## src/include/shrp_pkg.sv

```systemverilog
// constants and types of the serial host register port
`default_nettype none
package shrp_pkg;
   // two-wire slave addresses selected by the strap
   localparam logic [6:0] SHRP_DEV_ADDR_LOW = 7'h16;
   localparam logic [6:0] SHRP_DEV_ADDR_HIGH = 7'h17;
   // four-wire command bytes ahead of the address byte
   localparam logic [7:0] SHRP_SPI_CMD_WRITE = 8'h02;
   localparam logic [7:0] SHRP_SPI_CMD_READ = 8'h03;
   // bit counter: 0..7 data bits, 8 is the acknowledge slot
   localparam logic [3:0] SHRP_BIT_LAST = 4'h7;
   localparam logic [3:0] SHRP_BIT_ACK = 4'h8;
   localparam logic [3:0] SHRP_BIT_RST = 4'h0;
   localparam logic [7:0] SHRP_PTR_RST = 8'h00;
   // synchroniser lanes
   localparam int SHRP_SYNC_W = 7;
   localparam int SHRP_SY_SCL = 0;
   localparam int SHRP_SY_SDA = 1;
   localparam int SHRP_SY_SCK = 2;
   localparam int SHRP_SY_SI = 3;
   localparam int SHRP_SY_CSN = 4;
   localparam int SHRP_SY_STRAP = 5;
   localparam int SHRP_SY_SPI = 6;
   localparam logic [SHRP_SYNC_W-1:0] SHRP_SYNC_RST = 7'h13;

   typedef enum logic [3:0] {
      SHRP_IDLE = 4'h0,
      SHRP_I_DEV = 4'h1,
      SHRP_I_PTR = 4'h2,
      SHRP_I_WR = 4'h3,
      SHRP_I_RD = 4'h4,
      SHRP_S_CMD = 4'h5,
      SHRP_S_ADDR = 4'h6,
      SHRP_S_WR = 4'h7,
      SHRP_S_RD = 4'h8,
      SHRP_S_SKIP = 4'h9
   } shrp_state_t;

   typedef struct packed {
      logic wr;
      logic rd;
      logic [7:0] addr;
      logic [7:0] wdata;
   } shrp_req_t;

   localparam shrp_req_t SHRP_REQ_RST = '0;
endpackage
`default_nettype wire

```

## src/rtl/shrp_port.sv

```systemverilog
// two-wire / four-wire serial slave giving a host burst access to registers
`default_nettype none
// Functional notes
// two-wire write: each data byte stored at pointer, pointer then increments
// two-wire read: each byte sent comes from pointer, pointer then increments
// strap low: answer slave address 0x16 (bytes 0x2C write, 0x2D read)
// strap high: answer slave address 0x17 (bytes 0x2E write, 0x2F read)
// four-wire link runs in clock mode 0 or 3 only
// four-wire write bursts to incrementing addresses while select stays low
// four-wire read bursts from incrementing addresses while select stays low
// address byte sets the pointer; select release or stop ends the burst
module shrp_port
   import shrp_pkg::*;
(
   // clock, reset, enable
   input wire logic clk_sys_i,
   input wire logic reset_i,
   input wire logic ce_i,
   // straps
   input wire logic address_strap_pin_i,
   input wire logic spi_select_i,
   // two-wire bus
   input wire logic scl_i,
   input wire logic sda_i,
   output logic sda_o,
   output logic sda_oe_o,
   // four-wire link
   input wire logic sck_i,
   input wire logic si_i,
   input wire logic select_low_active_i,
   output logic so_o,
   output logic so_oe_o,
   // register file side
   output shrp_req_t req_o,
   input wire logic [7:0] rdata_i
);
   logic [SHRP_SYNC_W-1:0] raw;
   logic [SHRP_SYNC_W-1:0] sy1_reg;
   logic [SHRP_SYNC_W-1:0] sy2_reg;
   logic [SHRP_SYNC_W-1:0] prev_reg;
   logic scl_s, sda_s, sck_s, si_s, csn_s, strap_s, spi_s;
   logic scl_rise, scl_fall, sck_rise, i2c_start, i2c_stop;
   logic [6:0] dev_addr;
   logic [7:0] spi_byte;
   assign raw = {spi_select_i, address_strap_pin_i, select_low_active_i, si_i, sck_i,
                 sda_i, scl_i};
   // two flops per pin plus a delayed copy; the logic reads the second flop and the copy
   genvar g;
   generate
      for (g = 0; g < SHRP_SYNC_W; g++) begin : g_sync
         always_ff @(posedge clk_sys_i or posedge reset_i) begin
            if (reset_i) begin
               sy1_reg[g] <= SHRP_SYNC_RST[g];
               sy2_reg[g] <= SHRP_SYNC_RST[g];
               prev_reg[g] <= SHRP_SYNC_RST[g];
            end else if (ce_i) begin
               sy1_reg[g] <= raw[g];
               sy2_reg[g] <= sy1_reg[g];
               prev_reg[g] <= sy2_reg[g];
            end
         end
      end
   endgenerate
   assign scl_s = sy2_reg[SHRP_SY_SCL];
   assign sda_s = sy2_reg[SHRP_SY_SDA];
   assign sck_s = sy2_reg[SHRP_SY_SCK];
   assign si_s = sy2_reg[SHRP_SY_SI];
   assign csn_s = sy2_reg[SHRP_SY_CSN];
   assign strap_s = sy2_reg[SHRP_SY_STRAP];
   assign spi_s = sy2_reg[SHRP_SY_SPI];
   assign scl_rise = scl_s & ~prev_reg[SHRP_SY_SCL];
   assign scl_fall = ~scl_s & prev_reg[SHRP_SY_SCL];
   assign sck_rise = sck_s & ~prev_reg[SHRP_SY_SCK];
   assign i2c_start = scl_s & prev_reg[SHRP_SY_SCL] & prev_reg[SHRP_SY_SDA] & ~sda_s;
   assign i2c_stop = scl_s & prev_reg[SHRP_SY_SCL] & ~prev_reg[SHRP_SY_SDA] & sda_s;
   assign dev_addr = strap_s ? SHRP_DEV_ADDR_HIGH : SHRP_DEV_ADDR_LOW;
   shrp_state_t st_reg, st_next;
   logic [3:0] cnt_reg, cnt_next;
   logic [7:0] sh_reg, sh_next;
   logic [7:0] tx_reg, tx_next;
   logic [7:0] ptr_reg, ptr_next;
   logic sdaoe_reg, sdaoe_next;
   logic sooe_reg, sooe_next;
   logic flag_reg, flag_next;
   logic load_reg, load_next;
   shrp_req_t req_reg, req_next;
   assign spi_byte = {sh_reg[6:0], si_s};
   always_comb begin
      st_next = st_reg;
      cnt_next = cnt_reg;
      sh_next = sh_reg;
      tx_next = load_reg ? rdata_i : tx_reg;
      ptr_next = ptr_reg;
      sdaoe_next = sdaoe_reg;
      sooe_next = sooe_reg;
      flag_next = flag_reg;
      load_next = 1'b0;
      req_next = req_reg;
      req_next.wr = 1'b0;
      req_next.rd = 1'b0;
      if (!spi_s) begin
         sooe_next = 1'b0;
         if (i2c_start) begin
            st_next = SHRP_I_DEV;
            // the start's own scl fall lands in the acknowledge branch, not as a bit
            cnt_next = SHRP_BIT_ACK;
            sdaoe_next = 1'b0;
         end else if (i2c_stop) begin
            st_next = SHRP_IDLE;
            sdaoe_next = 1'b0;
         end else if (st_reg != SHRP_IDLE && scl_rise) begin
            // host acknowledge sampled in slot 8; low means go on
            if (cnt_reg == SHRP_BIT_ACK) begin
               flag_next = sda_s;
            end else begin
               sh_next = {sh_reg[6:0], sda_s};
            end
         end else if (st_reg != SHRP_IDLE && scl_fall) begin
            if (cnt_reg == SHRP_BIT_ACK) begin
               cnt_next = SHRP_BIT_RST;
               sdaoe_next = 1'b0;
               if (st_reg == SHRP_I_RD) begin
                  if (flag_reg) begin
                     st_next = SHRP_IDLE;
                  end else begin
                     tx_next = rdata_i;
                     sdaoe_next = ~rdata_i[7];
                  end
               end
            end else if (cnt_reg == SHRP_BIT_LAST) begin
               cnt_next = SHRP_BIT_ACK;
               case (st_reg)
                  SHRP_I_DEV: begin
                     if (sh_reg[7:1] == dev_addr) begin
                        sdaoe_next = 1'b1;
                        if (sh_reg[0]) begin
                           st_next = SHRP_I_RD;
                           req_next.rd = 1'b1;
                           req_next.addr = ptr_reg;
                        end else begin
                           st_next = SHRP_I_PTR;
                        end
                     end else begin
                        st_next = SHRP_IDLE;
                     end
                  end
                  SHRP_I_PTR: begin
                     ptr_next = sh_reg;
                     sdaoe_next = 1'b1;
                     st_next = SHRP_I_WR;
                  end
                  SHRP_I_WR: begin
                     req_next.wr = 1'b1;
                     req_next.addr = ptr_reg;
                     req_next.wdata = sh_reg;
                     ptr_next = ptr_reg + 8'h01;
                     sdaoe_next = 1'b1;
                  end
                  SHRP_I_RD: begin
                     // fetch ahead so the byte is ready at the acknowledge
                     sdaoe_next = 1'b0;
                     ptr_next = ptr_reg + 8'h01;
                     req_next.rd = 1'b1;
                     req_next.addr = ptr_reg + 8'h01;
                  end
                  default: st_next = SHRP_IDLE;
               endcase
            end else begin
               cnt_next = cnt_reg + 4'h1;
               if (st_reg == SHRP_I_RD) begin
                  tx_next = {tx_reg[6:0], 1'b0};
                  sdaoe_next = ~tx_reg[6];
               end
            end
         end
      end else begin
         sdaoe_next = 1'b0;
         if (csn_s) begin
            st_next = SHRP_IDLE;
            sooe_next = 1'b0;
            cnt_next = SHRP_BIT_RST;
         end else if (st_reg == SHRP_IDLE) begin
            st_next = SHRP_S_CMD;
            cnt_next = SHRP_BIT_RST;
         end else if (sck_rise) begin
            // modes 0 and 3 both sample on the rising edge; output moves
            // just after it, well ahead of the next sampling edge
            sh_next = spi_byte;
            tx_next = {tx_reg[6:0], 1'b0};
            if (cnt_reg == SHRP_BIT_LAST) begin
               cnt_next = SHRP_BIT_RST;
               case (st_reg)
                  SHRP_S_CMD: begin
                     if (spi_byte == SHRP_SPI_CMD_READ) begin
                        flag_next = 1'b1;
                        st_next = SHRP_S_ADDR;
                     end else if (spi_byte == SHRP_SPI_CMD_WRITE) begin
                        flag_next = 1'b0;
                        st_next = SHRP_S_ADDR;
                     end else begin
                        st_next = SHRP_S_SKIP;
                     end
                  end
                  SHRP_S_ADDR: begin
                     ptr_next = spi_byte;
                     if (flag_reg) begin
                        st_next = SHRP_S_RD;
                        req_next.rd = 1'b1;
                        req_next.addr = spi_byte;
                        load_next = 1'b1;
                        sooe_next = 1'b1;
                     end else begin
                        st_next = SHRP_S_WR;
                     end
                  end
                  SHRP_S_WR: begin
                     req_next.wr = 1'b1;
                     req_next.addr = ptr_reg;
                     req_next.wdata = spi_byte;
                     ptr_next = ptr_reg + 8'h01;
                  end
                  SHRP_S_RD: begin
                     ptr_next = ptr_reg + 8'h01;
                     req_next.rd = 1'b1;
                     req_next.addr = ptr_reg + 8'h01;
                     load_next = 1'b1;
                  end
                  default: st_next = st_reg;
               endcase
            end else begin
               cnt_next = cnt_reg + 4'h1;
            end
         end
      end
   end

   always_ff @(posedge clk_sys_i or posedge reset_i) begin
      if (reset_i) begin
         st_reg <= SHRP_IDLE;
         cnt_reg <= SHRP_BIT_RST;
         sh_reg <= SHRP_PTR_RST;
         tx_reg <= SHRP_PTR_RST;
         ptr_reg <= SHRP_PTR_RST;
         sdaoe_reg <= 1'b0;
         sooe_reg <= 1'b0;
         flag_reg <= 1'b0;
         load_reg <= 1'b0;
         req_reg <= SHRP_REQ_RST;
      end else if (ce_i) begin
         st_reg <= st_next;
         cnt_reg <= cnt_next;
         sh_reg <= sh_next;
         tx_reg <= tx_next;
         ptr_reg <= ptr_next;
         sdaoe_reg <= sdaoe_next;
         sooe_reg <= sooe_next;
         flag_reg <= flag_next;
         load_reg <= load_next;
         req_reg <= req_next;
      end
   end
   // open drain: the level is always low, only the enable moves
   assign sda_o = 1'b0;
   assign sda_oe_o = sdaoe_reg;
   assign so_o = tx_reg[7];
   assign so_oe_o = sooe_reg;
   assign req_o = req_reg;
endmodule
`default_nettype wire

```

## config.mk

```make
export PLATFORM = sky130hd
export DESIGN_NAME = shrp_port
export DESIGN_NICKNAME = d
export VERILOG_FILES = /design/src/include/shrp_pkg.sv /design/src/rtl/shrp_port.sv
export SDC_FILE = /design/constraint.sdc
export NUM_CORES = 1
export LEC_CHECK = 0
export BUFFER_PORTS_ARGS = -buffer_cell sky130_fd_sc_hd__buf_2
export CAP_MARGIN = 5
export CELL_PAD_IN_SITES_DETAIL_PLACEMENT = 1
export CELL_PAD_IN_SITES_GLOBAL_PLACEMENT = 2
export CORE_AREA = 5 5 134 136
export DETAILED_ROUTE_END_ITERATION = 6
export DIE_AREA = 0 0 139 141
export PLACE_DENSITY_LB_ADDON = 0.08
export SLEW_MARGIN = 20
export SYNTH_ARGS = -nofsm -noshare
export SYNTH_HDL_FRONTEND = slang
export SYNTH_SLANG_ARGS = --single-unit
```

## constraint.sdc

```tcl
create_clock -name clk_sys_i -period 2.8 [get_ports clk_sys_i]
set_input_delay 0.56 -clock clk_sys_i [delete_from_list [all_inputs] [get_ports clk_sys_i]]
set_output_delay 0.56 -clock clk_sys_i [all_outputs]
set_load 0.05 [all_outputs]
```

==> run metrics, run 1 <==
Non-Filler Instances=764; post-synthesis net count=508; Final Util=0.339; Filler cells=1965; routed via count=4166; Post-synth top flop=dfrtp_1; CP Launch Type=flop; max reg flops=18; wire per inst=about 22 um; Layout Nets=555; layout cells sized above 1=0.325; register area share after synthesis=0.369; Port Buf Inserts=38; Initial Util=0.288; Avg Cell Area, Syn=9.95 um2; drt total wl=16800 um; post-route DRC violation count=0; H-tree depth=3; top cell type by total area after synthesis=dfrtp_1; met1 Track Usage GR=0.259; dpl cells=748; Mapped Area=4840 um2; RR Startpoint=cnt_reg[0]; crit-path max FO=9; RSZ-0062 raised after global routing=no; slowest cell delay on critical path=470 ps; cells on worst reg2reg path=7; final worst clock skew=7.35 ps; Critical Path Start=cnt_reg[0]; met2 Use GR=0.264; Core ar.=16800 um2; global placer's final weighted congestion=between 0.8 and 0.9; root buf cell=clkbuf_16; pin count of the biggest net entering global routing=28; slowest stage cell, crit path=nor4_4; Final ANT Viol Nets=0; PD cells=767 nW/um2; GR peak layer=met2; Avg Vias per Cell=5.45; critical path capture point type=flop; post-synth cell types=85; Die Y=141 um; grt ovf=0; yosys synthesis warning count=0; Clock Pin Slew Worst Setup and Hold Paths=about 70 ps; cts hold-fix bufs=0; Setup TNS=0 ps; Hold Vio Cnt, Final=0; worst skew pair latency=350 ps; Resize count post-CTS=0; DIE AREA=roughly 20000 um2; Slew Limit Fails=0; Worst-Margin Slew=approximately 720 ps; Crit path max-delay family=simple AND/OR/NAND/NOR gates; Crit path required time=roughly 3000 ps; number of max-cap violations=0; arrival time worst endpoint=2830 ps; first-pass GRT wire length=around 27000 um; Global Route Usage Sum=0.175; iteration count of the initial detailed-routing pass=4; status=finished, final reports clean; FF+latch count, synth=between 70 and 80; Worst path depth=7; Synth top area share=0.325; met3 Usage GRT=0.0315; Worst Hold Class=in -> async; total power=around 4400 uW; Setup Crit Path Kind=reg -> reg; min Tclk post-route=2600 ps; largest cells by area after synthesis=dfrtp_1, mux2_2, dfstp_2, nand2_1, o21ai_0; fin crit share=0.929; Slew headroom=0.517; Layout Area Growth over Synthesis=17.8%; Die W=139 um; cell count after synthesis=487; ys async rst share=1.00; antenna violations before repair=0; DRT iter0 DRCs=211; DP HPWL=~13000 um; n_diodes=0; static leakage=0.00234 uW; setup repair bufs after CTS=0; cells along the critical path=inv_1, ha_1, and3b_1, nor4_4, nor2_1, nor3_4, mux2_2; Cell Rows=48; final setup violating endpoints=0; clock sinks=71; TritonCTS Buffers=9; vias in the first global route=4335; maximum clock path buffer count=2; # IOs=40; buffers plus inverters on the worst setup path=1; CTS tree=done; EDFF count, synth=0; worst vdd ir=0.327 mV; fmax=between 0.3 and 0.4 GHz
[power by group]
part,internal (uW),switching (uW),total [uW]
clock network,627,506,1130
logic,736,1010,1740
registers,1200,293,1500
[placed cells by master (no fill, tap or decap), types with 13 or more instances in the layout]
| master | Yosys | routed |
|---|---|---|
| dfrtp_1 | 63 | 63 |
| mux2_2 | 47 | 47 |
| buf_2 | 16 | 38 |
| buf_4 | 3 | 38 |
| nand2_1 | 37 | 37 |
| nor2_1 | 25 | 25 |
| o21ai_0 | 25 | 25 |
| a21oi_1 | 13 | 13 |
[worst paths after layout]
path | endpoint | slack, ps
worst min register to register | req_o[17] | 490
max in group asynchronous | req_o[10] | 1780
worst max register to register | req_o[4] | 200
worst min-delay path | req_o[2] | 280
min in group clk_sys_i | tx_reg[0] | 440
worst max-delay path | req_o[4] | 200
[Yosys cell counts (all sizes together) (4+ instances only)]
cell	instances
nand2b	12
nor3b	8
or4b	4
dfrtp	63
a311o	4
o22ai	5
o31a	5
mux2i	12
o21ai	26
nor4	8
or2	4
a211oi	7
xnor2	6
nor3	13
nand2	39
a21oi	14
a22o	8
a21o	4
nor2b	4
nand4	5
dfstp	8
a31oi	11
clkbuf	18
a221o	8
o32a	5
nor2	26
buf	23
nand3b	4
nand3	11
mux2	47
inv	9
[worst register-to-register path, delay by kind of cell (launching register included)]
kind          cells  cell delay (ps)
fa+ha+maj         1              240
buf+inv           1               80
flops             1              440
mux               1              390
simple gates      4             1330
[routing by layer]
layer | routed length (um) | up-vias
li1 | - | 1950
met1 | 8710 | 2134
met2 | 7390 | 70
met3 | 500 | 12
met4 | 173 | 0
met5 | 0 | -
[metrics by stage]
| step | hold slack [ps] | cell area [um2] | worst slack, ps |
|---|---|---|---|
| floorplan | 449 | 4840 | 457 |
| global placement | 473 | 5420 | 246 |
| detailed placement | 469 | 5420 | 187 |
| CTS | 289 | 5700 | 162 |
| global route | 328 | 5700 | 18.9 |
| finish | 280 | 5700 | 197 |
[logic make-up after synthesis]
| group | after synthesis | share of synthesized area |
|---|---|---|
| buffers and inverters | 51 | 0.0491 |
| flip-flops | 71 | 0.369 |
| AND/OR/NAND/NOR | 163 | 0.208 |
| XOR/XNOR | 9 | 0.0163 |
| multiplexers | 59 | 0.134 |
| adder cells (fa/ha/maj) | 3 | 0.00775 |
| other | 1 | 0.000774 |
| AO/OA/AOI/OAI | 130 | 0.215 |
[area by class of cell]
class                      count  area (um2)  share of cell area
multi-input combinational    365        2820               0.494
inverter                      10        37.5             0.00658
tap                          225         282              0.0494
sequential                    71        1790               0.313
clock inverter                 6        45.0             0.00790
timing repair buffer          77         495              0.0869
clock buffer                  10         239              0.0419
Note: power is estimated with default switching activity, not from simulation.
==> inputs of run 2 (changes only) <==
ABC_AREA = 1   (was default)
CORE_AREA = 5 5 135 137   (was 5 5 134 136)
CTS_CLUSTER_SIZE = 28   (was default)
DIE_AREA = 0 0 140 142   (was 0 0 139 141)
==> run metrics, run 2 <==
Cell Rows=48; Avg Vias per Cell=5.04; top cell type by total area after synthesis=dfrtp_1; Avg Cell Area, Syn=about 6.5 um2; DP HPWL=14300 um; H-tree depth=3; Die Y=142 um; grt ovf=0; yosys synthesis warning count=0; fmax=0.430 GHz; cell with the most instances after synthesis=nand2_1; status=finished, final reports clean; global placer's final weighted congestion=a little under 0.9; number of max-cap violations=0; CP Launch Type=flop; clock sinks=71; worst vdd ir=slightly above 0.3 mV; met2 wire len=9390 um; maximum clock path buffer count=2; fin crit share=0.831; post-synth cell types=44; crit-path max FO=13; most frequent cells in the layout=nand2_1, inv_1, o21ai_0, dfrtp_1, nand3_1; Initial Util=0.292; CTS tree=done; RR Startpoint=cnt_reg[0]; FF+latch count, synth=71; antenna violations before repair=0; Setup Crit Path Kind=reg -> reg; root buf cell=clkbuf_16; layout cells sized above 1=0.150; cts hold-fix bufs=0; final worst clock skew=8.60 ps; RSZ-0062 raised after global routing=no; min Tclk post-route=2330 ps; DR WL met3=559 um; DIE AREA=19900 um2; Resize count post-CTS=0; max reg flops=18; iteration count of the initial detailed-routing pass=4; Layout Nets=~820; Core ar.=around 17000 um2; post-route DRC violation count=0; DRT iter0 DRCs=267; Post-synth top flop=dfrtp_1; Slew Limit Fails=0; Clock Pin Slew Worst Setup and Hold Paths=60 ps; Setup TNS=0 ps; drt total wl=19100 um; critical path capture point type=flop; most common cell after layout, fill and taps aside=nand2_1; # IOs=40; TritonCTS Buffers=9; Crit path required time=3070 ps; arrival time worst endpoint=~2600 ps; Synth top cells by count=nand2_1, inv_1, dfrtp_1, o21ai_0, nand3_1; Critical Path Start=cnt_reg[0]; worst skew pair latency=350 ps; Hold Vio Cnt, Final=0; M1 wire length=between 8000 and 9000 um; Slew headroom=0.656; vias in the first global route=5489; setup repair bufs after CTS=0; Layout Area Growth over Synthesis=15.5%; PD cells=819 nW/um2; Port Buf Inserts=38; ys async rst share=1.00; Worst Hold Class=in -> async; cell count after synthesis=761; register area share after synthesis=0.361; EDFF count, synth=0; static leakage=0.00282 uW; Mapped Area=slightly below 5000 um2; Min Hold Slack=290 ps; largest cells by area after synthesis=dfrtp_1, nand2_1, o21ai_0, nand3_1, inv_1; Global Route Usage Sum=0.197; routed via count=just over 5000; Placement Cell Area=5380 um2; first-pass GRT wire length=30600 um; Synth top area share=0.319; n_diodes=0; post-synthesis net count=782; wire per inst=18.7 um; final setup violating endpoints=0; Die W=140 um; Worst-Margin Slew=511 ps; Final Util=0.338; design area=5720 um2; Final ANT Viol Nets=0; pin count of the biggest net entering global routing=72; Top Metal Used=met4
[run 2: final timing paths]
| kind | slack (ps) | endpoint | depth (start not counted) |
|---|---|---|---|
| setup / recovery | 470 | tx_reg[0] | 10 |
| hold / removal | 290 | req_o[17] | 3 |
| setup reg to reg | 470 | tx_reg[0] | 10 |
| hold reg to reg | 460 | sy1_reg[0] | 2 |
| max in group asynchronous | 2140 | sy1_reg[4] | 3 |
| min in group clk_sys_i | 410 | sy1_reg[0] | 3 |
[run 2: per-stage QoR]
| stage | setup slack, ps | power [uW] | std cells |
|---|---|---|---|
| 2_1_floorplan | 457 | 2770 | 761 |
| 3_3_place_gp | 666 | 3330 | 1008 |
| 3_5_place_dp | 504 | 3390 | 1008 |
| 4_1_cts | 486 | 4740 | 1024 |
| 5_1_grt | 183 | 5020 | 1024 |
| 6_report | 474 | 4680 | 1024 |
[run 2: area by class of cell]
type / count / area (um2)
Fill cell: 2205 / 11200
Multi-Input combinational cell: 588 / 2760
Sequential cell: 71 / 1790
Inverter: 77 / 289
Tap cell: 225 / 282
Timing Repair Buffer: 47 / 270
Clock buffer: 10 / 239
Clock inverter: 6 / 93.8
[run 2: kinds of logic after synthesis]
logic type | share of synthesized area
other cells | 0.000758
simple gates | 0.411
buf+inv | 0.0819
flops | 0.361
mux | 0.00202
xor+xnor | 0.00531
fa+ha+maj | 0.00759
compound gates | 0.130
[run 2: routing by layer]
metal / GRT usage / up-vias
li1: - / 2513
met1: 0.249 / 2504
met2: 0.339 / 119
met3: 0.0299 / 30
met4: 0.0801 / 0
met5: 0 / -
[run 2: power breakdown]
part | total [uW] | internal (uW) | leakage, uW | switching, uW
sequential | 1470 | 1200 | 0.000910 | 267
clock | 1320 | 810 | 0.000159 | 505
combinational | 1900 | 530 | 0.00175 | 1370
[run 2: worst max-delay path, stage by stage, from the launching register on]
cell     delay, ps
dfrtp_1        410
inv_1          110
ha_1           150
nand3_1        380
inv_1          430
nand2_1        120
nand2_1        290
nand2_1        100
nand2_1         70
nand2_1         50
a21oi_1        140
==> inputs of run 3 (changes only) <==
clock period = 2 ns   (was 2.8 ns; I/O delays follow)
==> run metrics, run 3 (synthesized netlist as in run 2, its figures left out) <==
post-route DRC violation count=0; cts hold-fix bufs=0; met3 Usage GRT=0.0276; Initial Util=0.292; max reg flops=18; most frequent cells in the layout=nand2_1, inv_1, o21ai_0, nand3_1, dfrtp_1; arrival time worst endpoint=2170 ps; RR Startpoint=cnt_reg[0]; FF+latch area=1790 um2; Placement Cell Area=5760 um2; Critical Path Start=cnt_reg[0]; Die Y=142 um; antenna violations before repair=0; met2 Use GR=0.343; root buf cell=clkbuf_16; worst skew pair latency=350 ps; Slew Limit Fails=0; design area=6150 um2; layout cells sized above 1=0.212; worst reg2reg setup slack=110 ps; Avg Vias per Cell=4.89; slowest stage cell, crit path=dfrtp_1; worst vdd ir=about 0.50 mV; Final Util=0.363; pin count of the biggest net entering global routing=~70; Cell Rows=48; Combinational Power Share=0.481; Internal Power=3670 uW; min Tclk post-route=1890 ps; CP Launch Type=flop; PD cells=between 1000 and 1500 nW/um2; Non-Filler Instances=between 1000 and 1500; CTS tree=done; n_diodes=0; slowest cell delay on critical path=370 ps; Worst Hold Class=in -> async; fmax=0.528 GHz; # IOs=40; multi-input logic area=2830 um2; fin crit share=0.947; clock power share=0.231; Core ar.=16900 um2; Layout Nets=864; final setup violating endpoints=0; iteration count of the initial detailed-routing pass=4; routed via count=5246; most common cell after layout, fill and taps aside=nand2_1; first-pass GRT wire length=30300 um; number of max-cap violations=0; Setup Crit Path Kind=reg -> reg; static leakage=0.00306 uW; Crit path required time=2280 ps; dpl cells=1052; GR peak layer=met2; total power=6780 uW; Net Sw Power=approximately 3100 uW; Die W=approximately 140 um; met1 Track Usage GR=0.247; clock sinks=between 70 and 80; Clock Pin Slew Worst Setup and Hold Paths=~60 ps; crit-path max FO=8; vias in the first global route=roughly 5500; TritonCTS Buffers=9; grt ovf=0; maximum clock path buffer count=2; Layout Area Growth over Synthesis=24.2%; drt total wl=roughly 19000 um; DRT iter0 DRCs=about 230; H-tree depth=3; Sw Share=0.458; wire per inst=17.5 um; Final ANT Viol Nets=0; Hold Vio Cnt, Final=0; Port Buf Inserts=38; most used cell, CP=nand2_1; status=finished, final reports clean; final worst clock skew=7.93 ps; critical path capture point type=flop; Filler cells=~2200; DP HPWL=about 15000 um; Global Route Usage Sum=0.195; Flop pwr share=0.288; DIE AREA=19900 um2; Setup TNS=0 ps; global placer's final weighted congestion=0.896; cells along the critical path=ha_1, nand2_1, nor2_4, inv_4, buf_4, nor2_1, nand2_1, o21ai_0, nand2_1, nand2_1, nor2_1, nor2_1
==> run 3: metal layers <==
layer,vias up,part of all wire
met3,19,0.034
met4,0,0.017
met5,-,0
met2,81,0.49
li1,2609,-
met1,2537,0.46
==> run 3: final timing paths <==
check / end / depth (start not counted)
max in group asynchronous: csn_s / 3
worst min-delay path: req_o[1] / 3
min in group clk_sys_i: sy1_reg[4] / 3
worst max register to register: req_o[15] / 12
worst max-delay path: req_o[15] / 12
worst min register to register: sy1_reg[4] / 2
==> run 3: critical path: cells and delay by family, from the launching register on <==
kind	cells	cell delay [ps]
and+or+nand+nor	8	900
DFF	1	370
buffers and inverters	2	270
adders and majority gates	1	180
AOI/OAI and AO/OA	1	100
==> run 3: cell type report <==
cell class,count,area share
clock buffer,11,0.0395
sequential,71,0.291
tap,225,0.0458
clock inverter,5,0.00570
multi-input combinational,588,0.460
timing repair buffer,96,0.110
inverter,77,0.0480
==> run 3: per-stage QoR <==
stage / setup WS (ps) / hold slack (ps)
detailed placement: -87.3 / 458
floorplan: 328 / 442
global route: -15.0 / 203
global placement: -56.2 / 449
finish: 107 / 157
CTS: 35.4 / 171
==> run 3: repair_timing <==
item                       4_1_cts  5_1_grt
pin swaps                        0        3
resized for setup                4       19
setup endpoints to repair        4       52
setup buffers                    0        5
==> run 3: power by group through the flow <==
stage,sequential (uW),clock (uW),combinational [uW]
after floorplan,1950,0,1930
after global placement,1940,0,3130
after global routing,1990,1670,3630
final,1950,1560,3260
after detailed placement,1960,0,3180
after CTS,1940,1630,3200
